==> src/rab_pkg.sv <==
package rab_pkg;
	// region boundaries of the fixed default map
	localparam logic [31:0] RAB_SRAM_BASE = 32'h2000_0000;
	localparam logic [31:0] RAB_PERI_BASE = 32'h4000_0000;
	localparam logic [31:0] RAB_EXTRAM_BASE = 32'h6000_0000;
	localparam logic [31:0] RAB_EXTDEV_BASE = 32'ha000_0000;
	localparam logic [31:0] RAB_PPB_BASE = 32'he000_0000;
	localparam logic [31:0] RAB_RSVD_BASE = 32'he010_0000;
	// bit-band targets and their alias windows
	localparam logic [31:0] RAB_SRAM_BB_BASE = 32'h2000_0000;
	localparam logic [31:0] RAB_SRAM_BB_END = 32'h2001_ffff;
	localparam logic [31:0] RAB_SRAM_ALIAS_BASE = 32'h2200_0000;
	localparam logic [31:0] RAB_SRAM_ALIAS_END = 32'h222f_ffff;
	localparam logic [31:0] RAB_PERI_BB_BASE = 32'h4000_0000;
	localparam logic [31:0] RAB_PERI_BB_END = 32'h400f_ffff;
	localparam logic [31:0] RAB_PERI_ALIAS_BASE = 32'h4200_0000;
	localparam logic [31:0] RAB_PERI_ALIAS_END = 32'h43ff_ffff;
	// alias offset layout: byte offset from bit 5 up, bit number in bits 4:2
	localparam int RAB_ALIAS_BYTE_LSB = 5;
	localparam int RAB_ALIAS_BIT_LSB = 2;
	// access sizes
	localparam logic [1:0] RAB_SZ_BYTE = 2'h0;
	localparam logic [1:0] RAB_SZ_HALF = 2'h1;
	localparam logic [1:0] RAB_SZ_WORD = 2'h2;
	// posted writes that may be in flight at once
	localparam logic [2:0] RAB_POST_MAX = 3'h4;

	typedef enum logic [1:0] {RAB_MT_NORMAL, RAB_MT_DEVICE, RAB_MT_STRONG} rab_mtype_t;
	typedef enum logic [2:0] {
		RAB_OP_READ, RAB_OP_WRITE, RAB_OP_FETCH,
		RAB_OP_DATA_ORDER_BARRIER, RAB_OP_DATA_SYNC_BARRIER, RAB_OP_INSTRUCTION_SYNC_BARRIER
	} rab_op_t;

	typedef struct packed {
		logic valid;
		rab_op_t op;
		logic [31:0] addr;
		logic [1:0] size;
		logic [31:0] wdata;
	} rab_req_t;

	typedef struct packed {
		logic valid;
		logic err;
		logic no_execute_attribute;
		logic [31:0] rdata;
	} rab_rsp_t;

	typedef struct packed {
		rab_mtype_t mtype;
		logic no_execute_attribute;
		logic reserved;
		logic sram_alias;
		logic peri_alias;
	} rab_attr_t;

	typedef struct packed {
		logic valid;
		logic write;
		logic lock;
		logic bufferable;
		logic [1:0] size;
		logic [31:0] addr;
		logic [31:0] wdata;
	} rab_tgt_t;

	// byte address of the target bit for an alias address
	function automatic logic [31:0] rab_alias_target(input logic [31:0] addr,
			input logic [31:0] alias_base, input logic [31:0] tgt_base);
		logic [31:0] off;
		off = addr - alias_base;
		return tgt_base + (off >> RAB_ALIAS_BYTE_LSB);
	endfunction

	// align an address down to the access size
	function automatic logic [31:0] rab_align(input logic [31:0] addr, input logic [1:0] size);
		logic [31:0] a;
		a = addr;
		if (size == RAB_SZ_HALF) a = {addr[31:1], 1'h0};
		else if (size == RAB_SZ_WORD) a = {addr[31:2], 2'h0};
		return a;
	endfunction
endpackage

==> src/rab_region_dec.sv <==
`timescale 1ns/100ps
// default attribute decode of one address
module rab_region_dec import rab_pkg::*; (
	input wire logic [31:0] i_addr,
	output wire rab_attr_t o_attr
);
	wire in_code = i_addr < RAB_SRAM_BASE;
	wire in_sram = !in_code && i_addr < RAB_PERI_BASE;
	wire in_peri = i_addr >= RAB_PERI_BASE && i_addr < RAB_EXTRAM_BASE;
	wire in_extram = i_addr >= RAB_EXTRAM_BASE && i_addr < RAB_EXTDEV_BASE;
	wire in_extdev = i_addr >= RAB_EXTDEV_BASE && i_addr < RAB_PPB_BASE;
	wire in_rsvd = i_addr >= RAB_RSVD_BASE;

	// memory type per region; the reserved top is treated as ordered and faults anyway
	assign o_attr.mtype = (in_code || in_sram || in_extram) ? RAB_MT_NORMAL :
		(in_peri || in_extdev) ? RAB_MT_DEVICE : RAB_MT_STRONG;
	assign o_attr.no_execute_attribute = !(in_code || in_sram || in_extram);
	assign o_attr.reserved = in_rsvd;
	// alias windows of the two bit-band targets
	assign o_attr.sram_alias = i_addr >= RAB_SRAM_ALIAS_BASE && i_addr <= RAB_SRAM_ALIAS_END;
	assign o_attr.peri_alias = i_addr >= RAB_PERI_ALIAS_BASE && i_addr <= RAB_PERI_ALIAS_END;
endmodule // rab_region_dec

==> src/rab_region_attr_bitband_remap.sv <==
`timescale 1ns/100ps
// Notes on behaviour
// - normal memory may be reordered and read speculatively
// - device accesses stay in order with other device and ordered accesses
// - strongly ordered accesses stay in order with every access
// - device writes may be posted; strongly ordered writes never are
// - fetches from no-execute regions are blocked; fault only on execution
// - earlier device or ordered access is observed before a later one
// - from zero to sram base is code: normal, executable
// - 0x2000_0000 to 0x3fff_ffff is sram: normal, executable
// - from 0x4000_0000 is peripheral: device, no-execute
// - 0x6000_0000 to 0x9fff_ffff is external ram: normal, executable
// - 0xa000_0000 to 0xdfff_ffff is external device: device, no-execute
// - 0xe000_0000 to 0xe00f_ffff ordered, no-execute; above is reserved
// - bit-band targets: sram lowest 128 kb with 3 mb alias, peripheral lowest 1 mb with 32 mb alias; one word per bit
// - sram target and alias windows; direct target access is plain sram
// - sram alias data is remapped; sram alias fetches are not
// - peripheral target and alias windows; peripheral alias fetches refused
// - alias write is atomic read-modify-write of only the addressed bit
// - alias offset equals byte offset times 32 plus bit times 4
// - alias access size is kept for the target access
// - only bit 0 of alias write data sets or clears the bit
// - alias read returns 0 or 1 from the target bit
// - barriers hold later accesses or execution until all complete
// - reserved address access ends in a bus fault
module rab_region_attr_bitband_remap import rab_pkg::*; (
	input wire logic i_mclk,
	input wire logic i_nrst,
	input wire logic i_ce,
	input wire rab_req_t i_req,
	output logic o_req_ready,
	output rab_rsp_t o_rsp,
	output rab_attr_t o_attr,
	output rab_tgt_t o_tgt,
	input wire logic i_tgt_ready,
	input wire logic i_tgt_done,
	input wire logic i_tgt_err,
	input wire logic [31:0] i_tgt_rdata,
	input wire logic i_exec_xn,
	output logic o_xn_fault,
	output logic o_exec_hold,
	output logic o_posted_err
);
	typedef enum logic [1:0] {ST_IDLE, ST_DRAIN, ST_ISSUE, ST_WAIT} rab_state_t;

	rab_state_t state_q;
	rab_req_t cur_q;
	rab_attr_t attr_q;
	rab_rsp_t rsp_q;
	rab_tgt_t tgt_q;
	logic ready_q;
	logic hold_q;
	logic xnf_q;
	logic perr_q;
	logic alias_q;
	logic post_q;
	logic rmw_q;
	logic [4:0] bitpos_q;
	logic [2:0] outst_q;
	rab_attr_t attr_w;

	rab_region_dec u_dec (
		.i_addr(i_req.addr),
		.o_attr(attr_w)
	);

	// classification of the offered request
	wire is_data = i_req.op == RAB_OP_READ || i_req.op == RAB_OP_WRITE;
	wire is_write = i_req.op == RAB_OP_WRITE;
	wire is_fetch = i_req.op == RAB_OP_FETCH;
	wire is_sync = i_req.op == RAB_OP_DATA_SYNC_BARRIER ||
		i_req.op == RAB_OP_INSTRUCTION_SYNC_BARRIER;
	wire is_bar = is_sync || i_req.op == RAB_OP_DATA_ORDER_BARRIER;
	wire strong_w = attr_w.mtype == RAB_MT_STRONG;
	wire take_w = i_req.valid && ready_q;

	// only data accesses are remapped; an sram alias fetch goes out untouched
	wire alias_hit = is_data && (attr_w.sram_alias || attr_w.peri_alias);
	wire [31:0] tgt_byte = attr_w.sram_alias ?
		rab_alias_target(i_req.addr, RAB_SRAM_ALIAS_BASE, RAB_SRAM_BB_BASE) :
		rab_alias_target(i_req.addr, RAB_PERI_ALIAS_BASE, RAB_PERI_BB_BASE);
	// bit lane on the 32-bit data bus: byte lane times 8 plus bit number
	wire [4:0] bitpos_w = {tgt_byte[1:0], i_req.addr[RAB_ALIAS_BIT_LSB +: 3]};
	// same size as the alias access, aligned to it
	wire [31:0] phys_w = rab_align(alias_hit ? tgt_byte : i_req.addr, i_req.size);

	// refused accesses answer at once without reaching a target
	wire fault_w = !is_bar && (attr_w.reserved || (is_fetch && attr_w.peri_alias));
	wire xn_block_w = is_fetch && attr_w.no_execute_attribute && !fault_w;
	// writes that need no completion before answering; ordered ones never qualify
	wire post_w = is_write && !strong_w && !alias_hit;
	wire full_w = outst_q == RAB_POST_MAX;
	// ordered accesses and barriers wait until every posted write has landed
	wire drain_w = is_bar || strong_w || (post_w && full_w);

	// posted write bookkeeping; the target completes strictly in issue order
	wire inc_w = state_q == ST_ISSUE && i_tgt_ready && post_q;
	wire dec_w = i_tgt_done && outst_q != 3'h0;
	wire done_cur = i_tgt_done && outst_q == 3'h0;
	wire [2:0] outst_d = outst_q + {2'h0, inc_w} - {2'h0, dec_w};

	// second phase of an alias write: merge bit 0 of the data into the read word
	wire [31:0] bit_mask = 32'h1 << bitpos_q;
	wire [31:0] merged_w = cur_q.wdata[0] ? (i_tgt_rdata | bit_mask) :
		(i_tgt_rdata & ~bit_mask);
	wire [31:0] alias_rd_w = {31'h0, i_tgt_rdata[bitpos_q]};
	wire rmw_next = cur_q.op == RAB_OP_WRITE && alias_q && !rmw_q;

	// posted-write count and status pulses kept apart from the sequencer
	always_ff @(posedge i_mclk) begin
		if (!i_nrst) begin
			outst_q <= 3'h0;
			xnf_q <= 1'h0;
			perr_q <= 1'h0;
		end else if (i_ce) begin
			outst_q <= outst_d;
			xnf_q <= i_exec_xn;
			perr_q <= dec_w && i_tgt_err; // posted writes can only report late
		end
	end

	// request sequencer: one request taken at a time to keep issue order simple
	always_ff @(posedge i_mclk) begin
		if (!i_nrst) begin
			state_q <= ST_IDLE;
			cur_q <= '0;
			attr_q <= '0;
			rsp_q <= '0;
			tgt_q <= '0;
			ready_q <= 1'h0;
			hold_q <= 1'h0;
			alias_q <= 1'h0;
			post_q <= 1'h0;
			rmw_q <= 1'h0;
			bitpos_q <= 5'h0;
		end else if (i_ce) begin
			rsp_q.valid <= 1'h0;
			unique case (state_q)
				ST_IDLE: begin
					ready_q <= 1'h1;
					if (take_w) begin
						cur_q <= i_req;
						attr_q <= attr_w;
						alias_q <= alias_hit;
						post_q <= post_w;
						rmw_q <= 1'h0;
						bitpos_q <= bitpos_w;
						if (fault_w || xn_block_w) begin
							rsp_q <= '{valid: 1'h1, err: fault_w,
								no_execute_attribute: xn_block_w, rdata: 32'h0};
						end else begin
							ready_q <= 1'h0;
							hold_q <= is_sync;
							tgt_q.valid <= !drain_w;
							tgt_q.write <= is_write && !alias_hit;
							tgt_q.lock <= alias_hit && is_write;
							tgt_q.bufferable <= post_w;
							tgt_q.size <= i_req.size;
							tgt_q.addr <= phys_w;
							tgt_q.wdata <= i_req.wdata;
							state_q <= drain_w ? ST_DRAIN : ST_ISSUE;
						end
					end
				end
				ST_DRAIN: begin
					if (outst_q == 3'h0) begin
						if (cur_q.op == RAB_OP_READ || cur_q.op == RAB_OP_WRITE ||
								cur_q.op == RAB_OP_FETCH) begin
							tgt_q.valid <= 1'h1;
							state_q <= ST_ISSUE;
						end else begin
							rsp_q <= '{valid: 1'h1, err: 1'h0,
								no_execute_attribute: 1'h0, rdata: 32'h0};
							hold_q <= 1'h0;
							ready_q <= 1'h1;
							state_q <= ST_IDLE;
						end
					end
				end
				ST_ISSUE: begin
					// issue in acceptance order keeps device accesses ordered
					if (i_tgt_ready) begin
						tgt_q.valid <= 1'h0;
						if (post_q) begin
							rsp_q <= '{valid: 1'h1, err: 1'h0,
								no_execute_attribute: 1'h0, rdata: 32'h0};
							ready_q <= 1'h1;
							state_q <= ST_IDLE;
						end else begin
							state_q <= ST_WAIT;
						end
					end
				end
				ST_WAIT: begin
					if (done_cur) begin
						if (rmw_next && !i_tgt_err) begin
							// lock stays up so nothing slips between read and write
							rmw_q <= 1'h1;
							tgt_q.valid <= 1'h1;
							tgt_q.write <= 1'h1;
							tgt_q.wdata <= merged_w;
							state_q <= ST_ISSUE;
						end else begin
							// an alias write answers zero, or the bit if its read failed; an alias read answers the bit
							rsp_q <= '{valid: 1'h1, err: i_tgt_err, no_execute_attribute: 1'h0,
								rdata: rmw_q ? 32'h0 :
								(alias_q ? alias_rd_w : i_tgt_rdata)};
							tgt_q.lock <= 1'h0;
							ready_q <= 1'h1;
							state_q <= ST_IDLE;
						end
					end
				end
			endcase
		end
	end

	assign o_req_ready = ready_q;
	assign o_rsp = rsp_q;
	assign o_attr = attr_q;
	assign o_tgt = tgt_q;
	assign o_xn_fault = xnf_q;
	assign o_exec_hold = hold_q;
	assign o_posted_err = perr_q;
endmodule // rab_region_attr_bitband_remap

==> config.mk <==
export PLATFORM = sky130hd
export DESIGN_NAME = rab_region_attr_bitband_remap
export DESIGN_NICKNAME = d
export VERILOG_FILES = /design/src/rab_pkg.sv /design/src/rab_region_dec.sv /design/src/rab_region_attr_bitband_remap.sv
export SDC_FILE = /design/constraint.sdc
export NUM_CORES = 1
export LEC_CHECK = 0
export CAP_MARGIN = 20
export CORE_MARGIN = 2
export CORE_UTILIZATION = 58
export DETAILED_ROUTE_END_ITERATION = 7
export DONT_BUFFER_PORTS = 1
export HOLD_SLACK_MARGIN = 0.1
export PLACE_DENSITY = 0.75
export SYNTH_ARGS = -nofsm -noshare
export SYNTH_HDL_FRONTEND = slang
export SYNTH_SLANG_ARGS = --single-unit
==> constraint.sdc <==
create_clock -name i_mclk -period 3.22 [get_ports i_mclk]
set_clock_uncertainty 0.1 [all_clocks]
set_input_delay 0.644 -clock i_mclk [delete_from_list [all_inputs] [get_ports i_mclk]]
set_output_delay 0.644 -clock i_mclk [all_outputs]
set_load 0.005 [all_outputs]
== After elaboration in Yosys (flattened, before gate mapping) ==
Index checks and enable logic that the tools add are counted.
Word-level totals
  register bits after elaboration: 132
  bits of input ports: 109
  output and inout bits: 115
  logic and storage cells: 203
Operators by class
  add/subtract/negate cells: 6
  order comparisons: 14
  eq/ne operators: 25
  shifts and indexed selects: 1
  multiplexer cells: 61
  bitwise operators: 4
  reduce and logical (&&, ||, !) cells: 64
Operators by type and width (count)
  two-way mux 35 bit: 8
  two-way mux 32 bit: 7
  two-way mux 70 bit: 2
  case mux 35 bit (4 select lines): 1
  greater-or-equal comparator 32 x 31 -> 1 bit (second input constant): 3
  greater-or-equal comparator 32 bit (second input constant): 2
  less-than comparator 32 x 31 -> 1 bit (second input constant): 2
  less-than comparator 32 bit (second input constant): 2
  case mux 32 bit (2 select lines): 1
  adder 31 x 27 -> 32 bit (first input constant): 1
  bitwise AND 32 bit: 1
  greater-or-equal comparator 32 x 30 -> 1 bit (second input constant): 1
  <= comparator 32 x 30 -> 1 bit (second input constant): 1
  <= comparator 32 x 31 -> 1 bit (second input constant): 1
  less-than comparator 32 x 30 -> 1 bit (second input constant): 1
  inverter 32 bit: 1
  bitwise OR 32 bit: 1
  left shift 1 x 5 -> 32 bit (first input constant): 1
  subtractor 32 x 30 -> 32 bit (second input constant): 1
  subtractor 32 x 31 -> 32 bit (second input constant): 1
  adder 30 x 27 -> 31 bit (first input constant): 1
  two-way mux 2 bit: 14
  logical AND 1 bit: 25
  AND reduction 6 bit: 4
  other kinds (29): 92

== Depth between registers and ports, before layout ==
  depth in word-level cells: 16
  depth in mapped cells: 12
  depth with buffers taken out: 11

== Cells and area by module ==
Synthesis repeated with hierarchy kept, for this count alone.
Unflattened totals
  cell total of the unflattened synthesis: 845
  area total of the unflattened synthesis: 7110.6 µm²
Modules (own cells, without submodules)
  rab_region_attr_bitband_remap: instances 1, cells each 830, area each 7008.0 µm², sequential area each 2642.5 µm²
  rab_region_dec: instances 1, cells each 15, area each 102.6 µm², sequential area each 0.0 µm²

== Worst setup path before layout ==
Ideal clock, no wire load.
  kind: input to register
  start point: in i_req[57] in the netlist's numbering
  end point: reg tgt_q (netlist bit o_tgt[34])
  setup time: 0.122 ns
  arrival: 2.841 ns
  required time: 2.998 ns
  path slack: 0.157 ns
  stages on the path: 9
  buffers on the path: 2
  cells stage by stage: or3_4 -> or3_4 -> or4_4 -> a211oi_4 -> o21a_1 -> buf_6 -> buf_12 -> mux2i_1 -> a21oi_1
Between the ends
  cells in the longest elaborated chain, start to end: 11
  elaborated cells on any way between the ends: 30
  those cells by class: 9 x order compare; 2 x mux; 1 x bitwise; 18 x reduce/logical
Ends and longest elaborated chain
  start, declared: line rab_region_attr_bitband_remap.sv:30  | input wire rab_req_t i_req,
  less-than comparator 32 x 30 -> 1 bit: line rab_region_dec.sv:7  | wire in_code = i_addr < RAB_SRAM_BASE;
  logical NOT 1 bit: line rab_region_dec.sv:8  | wire in_sram = !in_code && i_addr < RAB_PERI_BASE;
  logical AND 1 bit: line rab_region_dec.sv:8
  logical OR 1 bit (2 in a row): line rab_region_dec.sv:17  | assign o_attr.no_execute_attribute = !(in_code || in_sram || in_extram);
  logical NOT 1 bit: line rab_region_dec.sv:17
  logical AND 1 bit (2 in a row): line rab_region_attr_bitband_remap.sv:89  | wire xn_block_w = is_fetch && attr_w.no_execute_attribute && !fault_w;
  logical OR 1 bit: line rab_region_attr_bitband_remap.sv:148  | if (fault_w || xn_block_w) begin
  inverter 1 bit (no line)
  AND reduction 4 bit (no line)
  end, declared: line rab_region_attr_bitband_remap.sv:50  | rab_tgt_t tgt_q;
Several ways; a longest one is shown, not always the timed one.
A chain may end at the register's enable or synchronous reset.

== Final worst setup path ==
  start point: in i_req[61] in the netlist's numbering
  end point: reg tgt_q (netlist bit o_tgt[52])
The elaborated chain is that of the path after synthesis.

==> impl_metrics.py <==
metrics = {
    "logic_synthesis": {
        "yosysSeqAreaShare_pct": 37.7,
        "ys.flop_type": "dfxtp_1",
        "synth_cell_types": 59,
        "netlist_instances": 890,
        "async_flop_share_pct": 0,
        "yosys_warnings": 0,
        "synth_xor_area_share_pct": 0.375,
        "muxShareOfSynthArea_pct": 8.04,
        "syn_area_mm2": 0.00700,
        "synth_fa_ha_area_share_pct": 1.18,
        "synth_edf_count": 0,
        "synth_nets": 1005,
        "yosys.area_share.simple_pct": 22.0,
        "synth_compound_area_share_pct": 24.7,
        "ys_seq_elements": 132,
        "synth_top_family_by_area": "compound AO/OA/AOI/OAI gates",
        "synth.avg_cell_area_um2": 7.87,
    },
    "worst_hold_path": {
        "min_path_type": "in -> reg",
        "min-delay-start": "i_ce",
        "whs_endpoint": "outst_q[1]",
        "holdPathStages": 1,
    },
    "critical_path": {
        "reg2reg_depth": 8,
        "rrSetupSlack_ns": 0.59,
        "r2r_start": "state_q[1]",
        "worstSetupStartpointType": "primary input",
        "worstPathMaxFanout": 50,
        "path_class": "in -> reg",
        "critPathRequiredTime_ns": 3.46,
        "rr_endpoint": "o_tgt[52]",
        "critPathCaptureType": "flop",
        "arrival_ns": 3.13,
    },
    "clocking": {
        "cts_tree": "built",
        "clock_sinks": 132,
        "cts_buffers": 17,
        "root_buffer": "clkbuf_16",
        "clk_pin_slew_ns": 0.06,
        "cts_resized": 0,
        "clk_latency_ns": 0.41,
        "holdBufCountCts": 0,
        "htreeDepth": 4,
        "postCtsSetupBuffers": 0,
        "clk_path_buf_depth": 2,
    },
    "routing": {
        "route.detailed.drc": 0,
        "viasPerCell": 6.74,
        "wirelength_um": 21700,
        "drt_first_pass_iters": 5,
        "drt_iter0_markers": 836,
        "dr_total_vias": 6852,
        "wl_per_cell_um": 21.3,
        "ant_nets": 0,
    },
    "pwr": {
        "p_leak_uw": 0.00254,
        "p_per_area_mw_per_mm2": 544,
        "ir_drop_uv": 307,
    },
    "final_layout": {
        "drive_gt1_share_pct": 10.0,
        "antenna_cells": 0,
        "nFillCells": 1039,
        "fin_util_pct": 64.9,
        "fin_cells": 1017,
        "final_common_cell": "a21oi_1",
        "final_nets": 972,
        "final_cell_mix": "145 x a21oi_1, 132 x dfxtp_1, 101 x nand2_1",
        "areaGrowthSynthToFinish_pct": 10.4,
    },
    "floorplanning": {
        "io_pins": 224,
        "start_util_pct": 58.8,
        "rows": 40,
        "coreArea_mm2": 0.0119,
        "die_h_um": 114,
        "die_width_um": 114,
        "die_area_mm2": 0.0130,
    },
    "global_routing": {
        "gr-usage-all-layers_pct": 33.3,
        "antenna_found_initial": 0,
        "grt_pass1_wl_um": 34300,
        "grt_max_degree": 73,
        "grt.overflow.total": 0,
        "grt_pass1_vias": 6500,
    },
    "sta": {
        "relSlewSlack_pct": 29.6,
        "max_freq_mhz": 346,
        "fin_ws_ns": 0.326,
        "slew_violations": 0,
        "tightest_slew_ns": 1.05,
        "setup_viol": 0,
        "rsz0062_at_grt": "false",
        "layout_min_cycle_time_ns": 2.89,
        "fin_crit_sh_pct": 89.9,
        "finalHoldViolations": 0,
    },
    "placement": {
        "place.gp.congestion": 0.946,
        "pre_cts_ws_ns": -0.00528,
        "dp_cells": 985,
        "dp_hpwl_um": 15500,
        "port-buffer-count": 0,
    },
    "job": {
        "max_cap_viol_count": 0,
    },
    "outcome": {
        "status": "completed",
    },
}
-- Yosys cell counts, drive strengths merged (9+ instances only) --
cell    count  area (um2)
inv         9        33.8
nand2b      9        56.3
o21ai      86         430
buf        24         171
nand3      92         460
dfxtp     132        2640
a21oi     146         731
clkbuf     55         216
mux2i      36         360
nor3       14        75.1
nor4       10        68.8
nand2     101         379
a41oi      32         280
nor2       43         161
-- critical path, cell delays in order --
cell and delay [ns]:
or4_1 0.59, o41ai_1 0.46, o21ai_0 0.27, o21a_1 0.34, nor3_4 0.31, buf_12 0.25
o21ai_0 0.10, a31oi_1 0.16
-- metal layers --
layer	global-route usage (%)	vias to the layer above	share of wire [%]
met1	44.8	3178	41
li1	-	3210	-
met2	50.6	410	44
met3	10.6	54	12
met4	11.7	0	2.9
met5	0	-	0
-- stage by stage --
stage / hold slack [ns] / power [uW] / setup TNS, ns / cell area, um2
after floorplan: 0.348 / 2100 / 0 / 7000
after global placement: 0.365 / 2170 / 0 / 7100
after detailed placement: 0.374 / 2190 / -0.00528 / 7100
after CTS: 0.205 / 4220 / 0 / 7730
after global routing: 0.204 / 4350 / 0 / 7730
final: 0.217 / 4200 / 0 / 7730
-- layout make-up --
type,instances,area (um2),share of cell area (%)
tap,147,184,2.38
multi-input combinational,670,3980,51.5
inverter,9,33.8,0.437
timing repair buffer,27,265,3.43
clock inverter,13,181,2.35
sequential,132,2640,34.2
clock buffer,19,443,5.73
-- flip-flops by register name (all words and copies together), names as in the netlist --
| register | count |
|---|---|
| o_attr | 6 |
| outst_q | 3 |
| bitpos_q | 5 |
| o_exec_hold | 1 |
| rmw_q | 1 |
| o_rsp | 35 |
| o_xn_fault | 1 |
| post_q | 1 |
| o_tgt | 70 |
| state_q | 2 |
| o_req_ready | 1 |
| cur_q | 4 |
| alias_q | 1 |
| o_posted_err | 1 |
-- power breakdown --
group / switching (uW) / leakage [uW] / internal [uW]
clock: 728 / 0.000303 / 1310
combinational: 230 / 0.00117 / 157
sequential: 74.6 / 0.00107 / 1700
total: 1030 / 0.00254 / 3170
-- how the worst max path moves through the flow --
stage	from	slack, ns	cells past startpoint	end
floorplan	i_req[57]	0.16	9	o_tgt[34]
global placement	i_req[57]	0.08	8	state_q[1]
detailed placement	i_req[61]	-0.005	8	o_tgt[52]
CTS	i_req[61]	0.40	8	o_tgt[52]
global route	i_req[61]	0.26	8	o_tgt[54]
finish	i_req[61]	0.33	8	o_tgt[52]
-- kinds of logic after synthesis --
kind of cell,count (synthesis)
fa+ha+maj,6
simple gates,315
flops,132
compound gates,300
mux,46
xor+xnor,3
buf+inv,88
No activity file was read; power rests on OpenSTA's default activity.
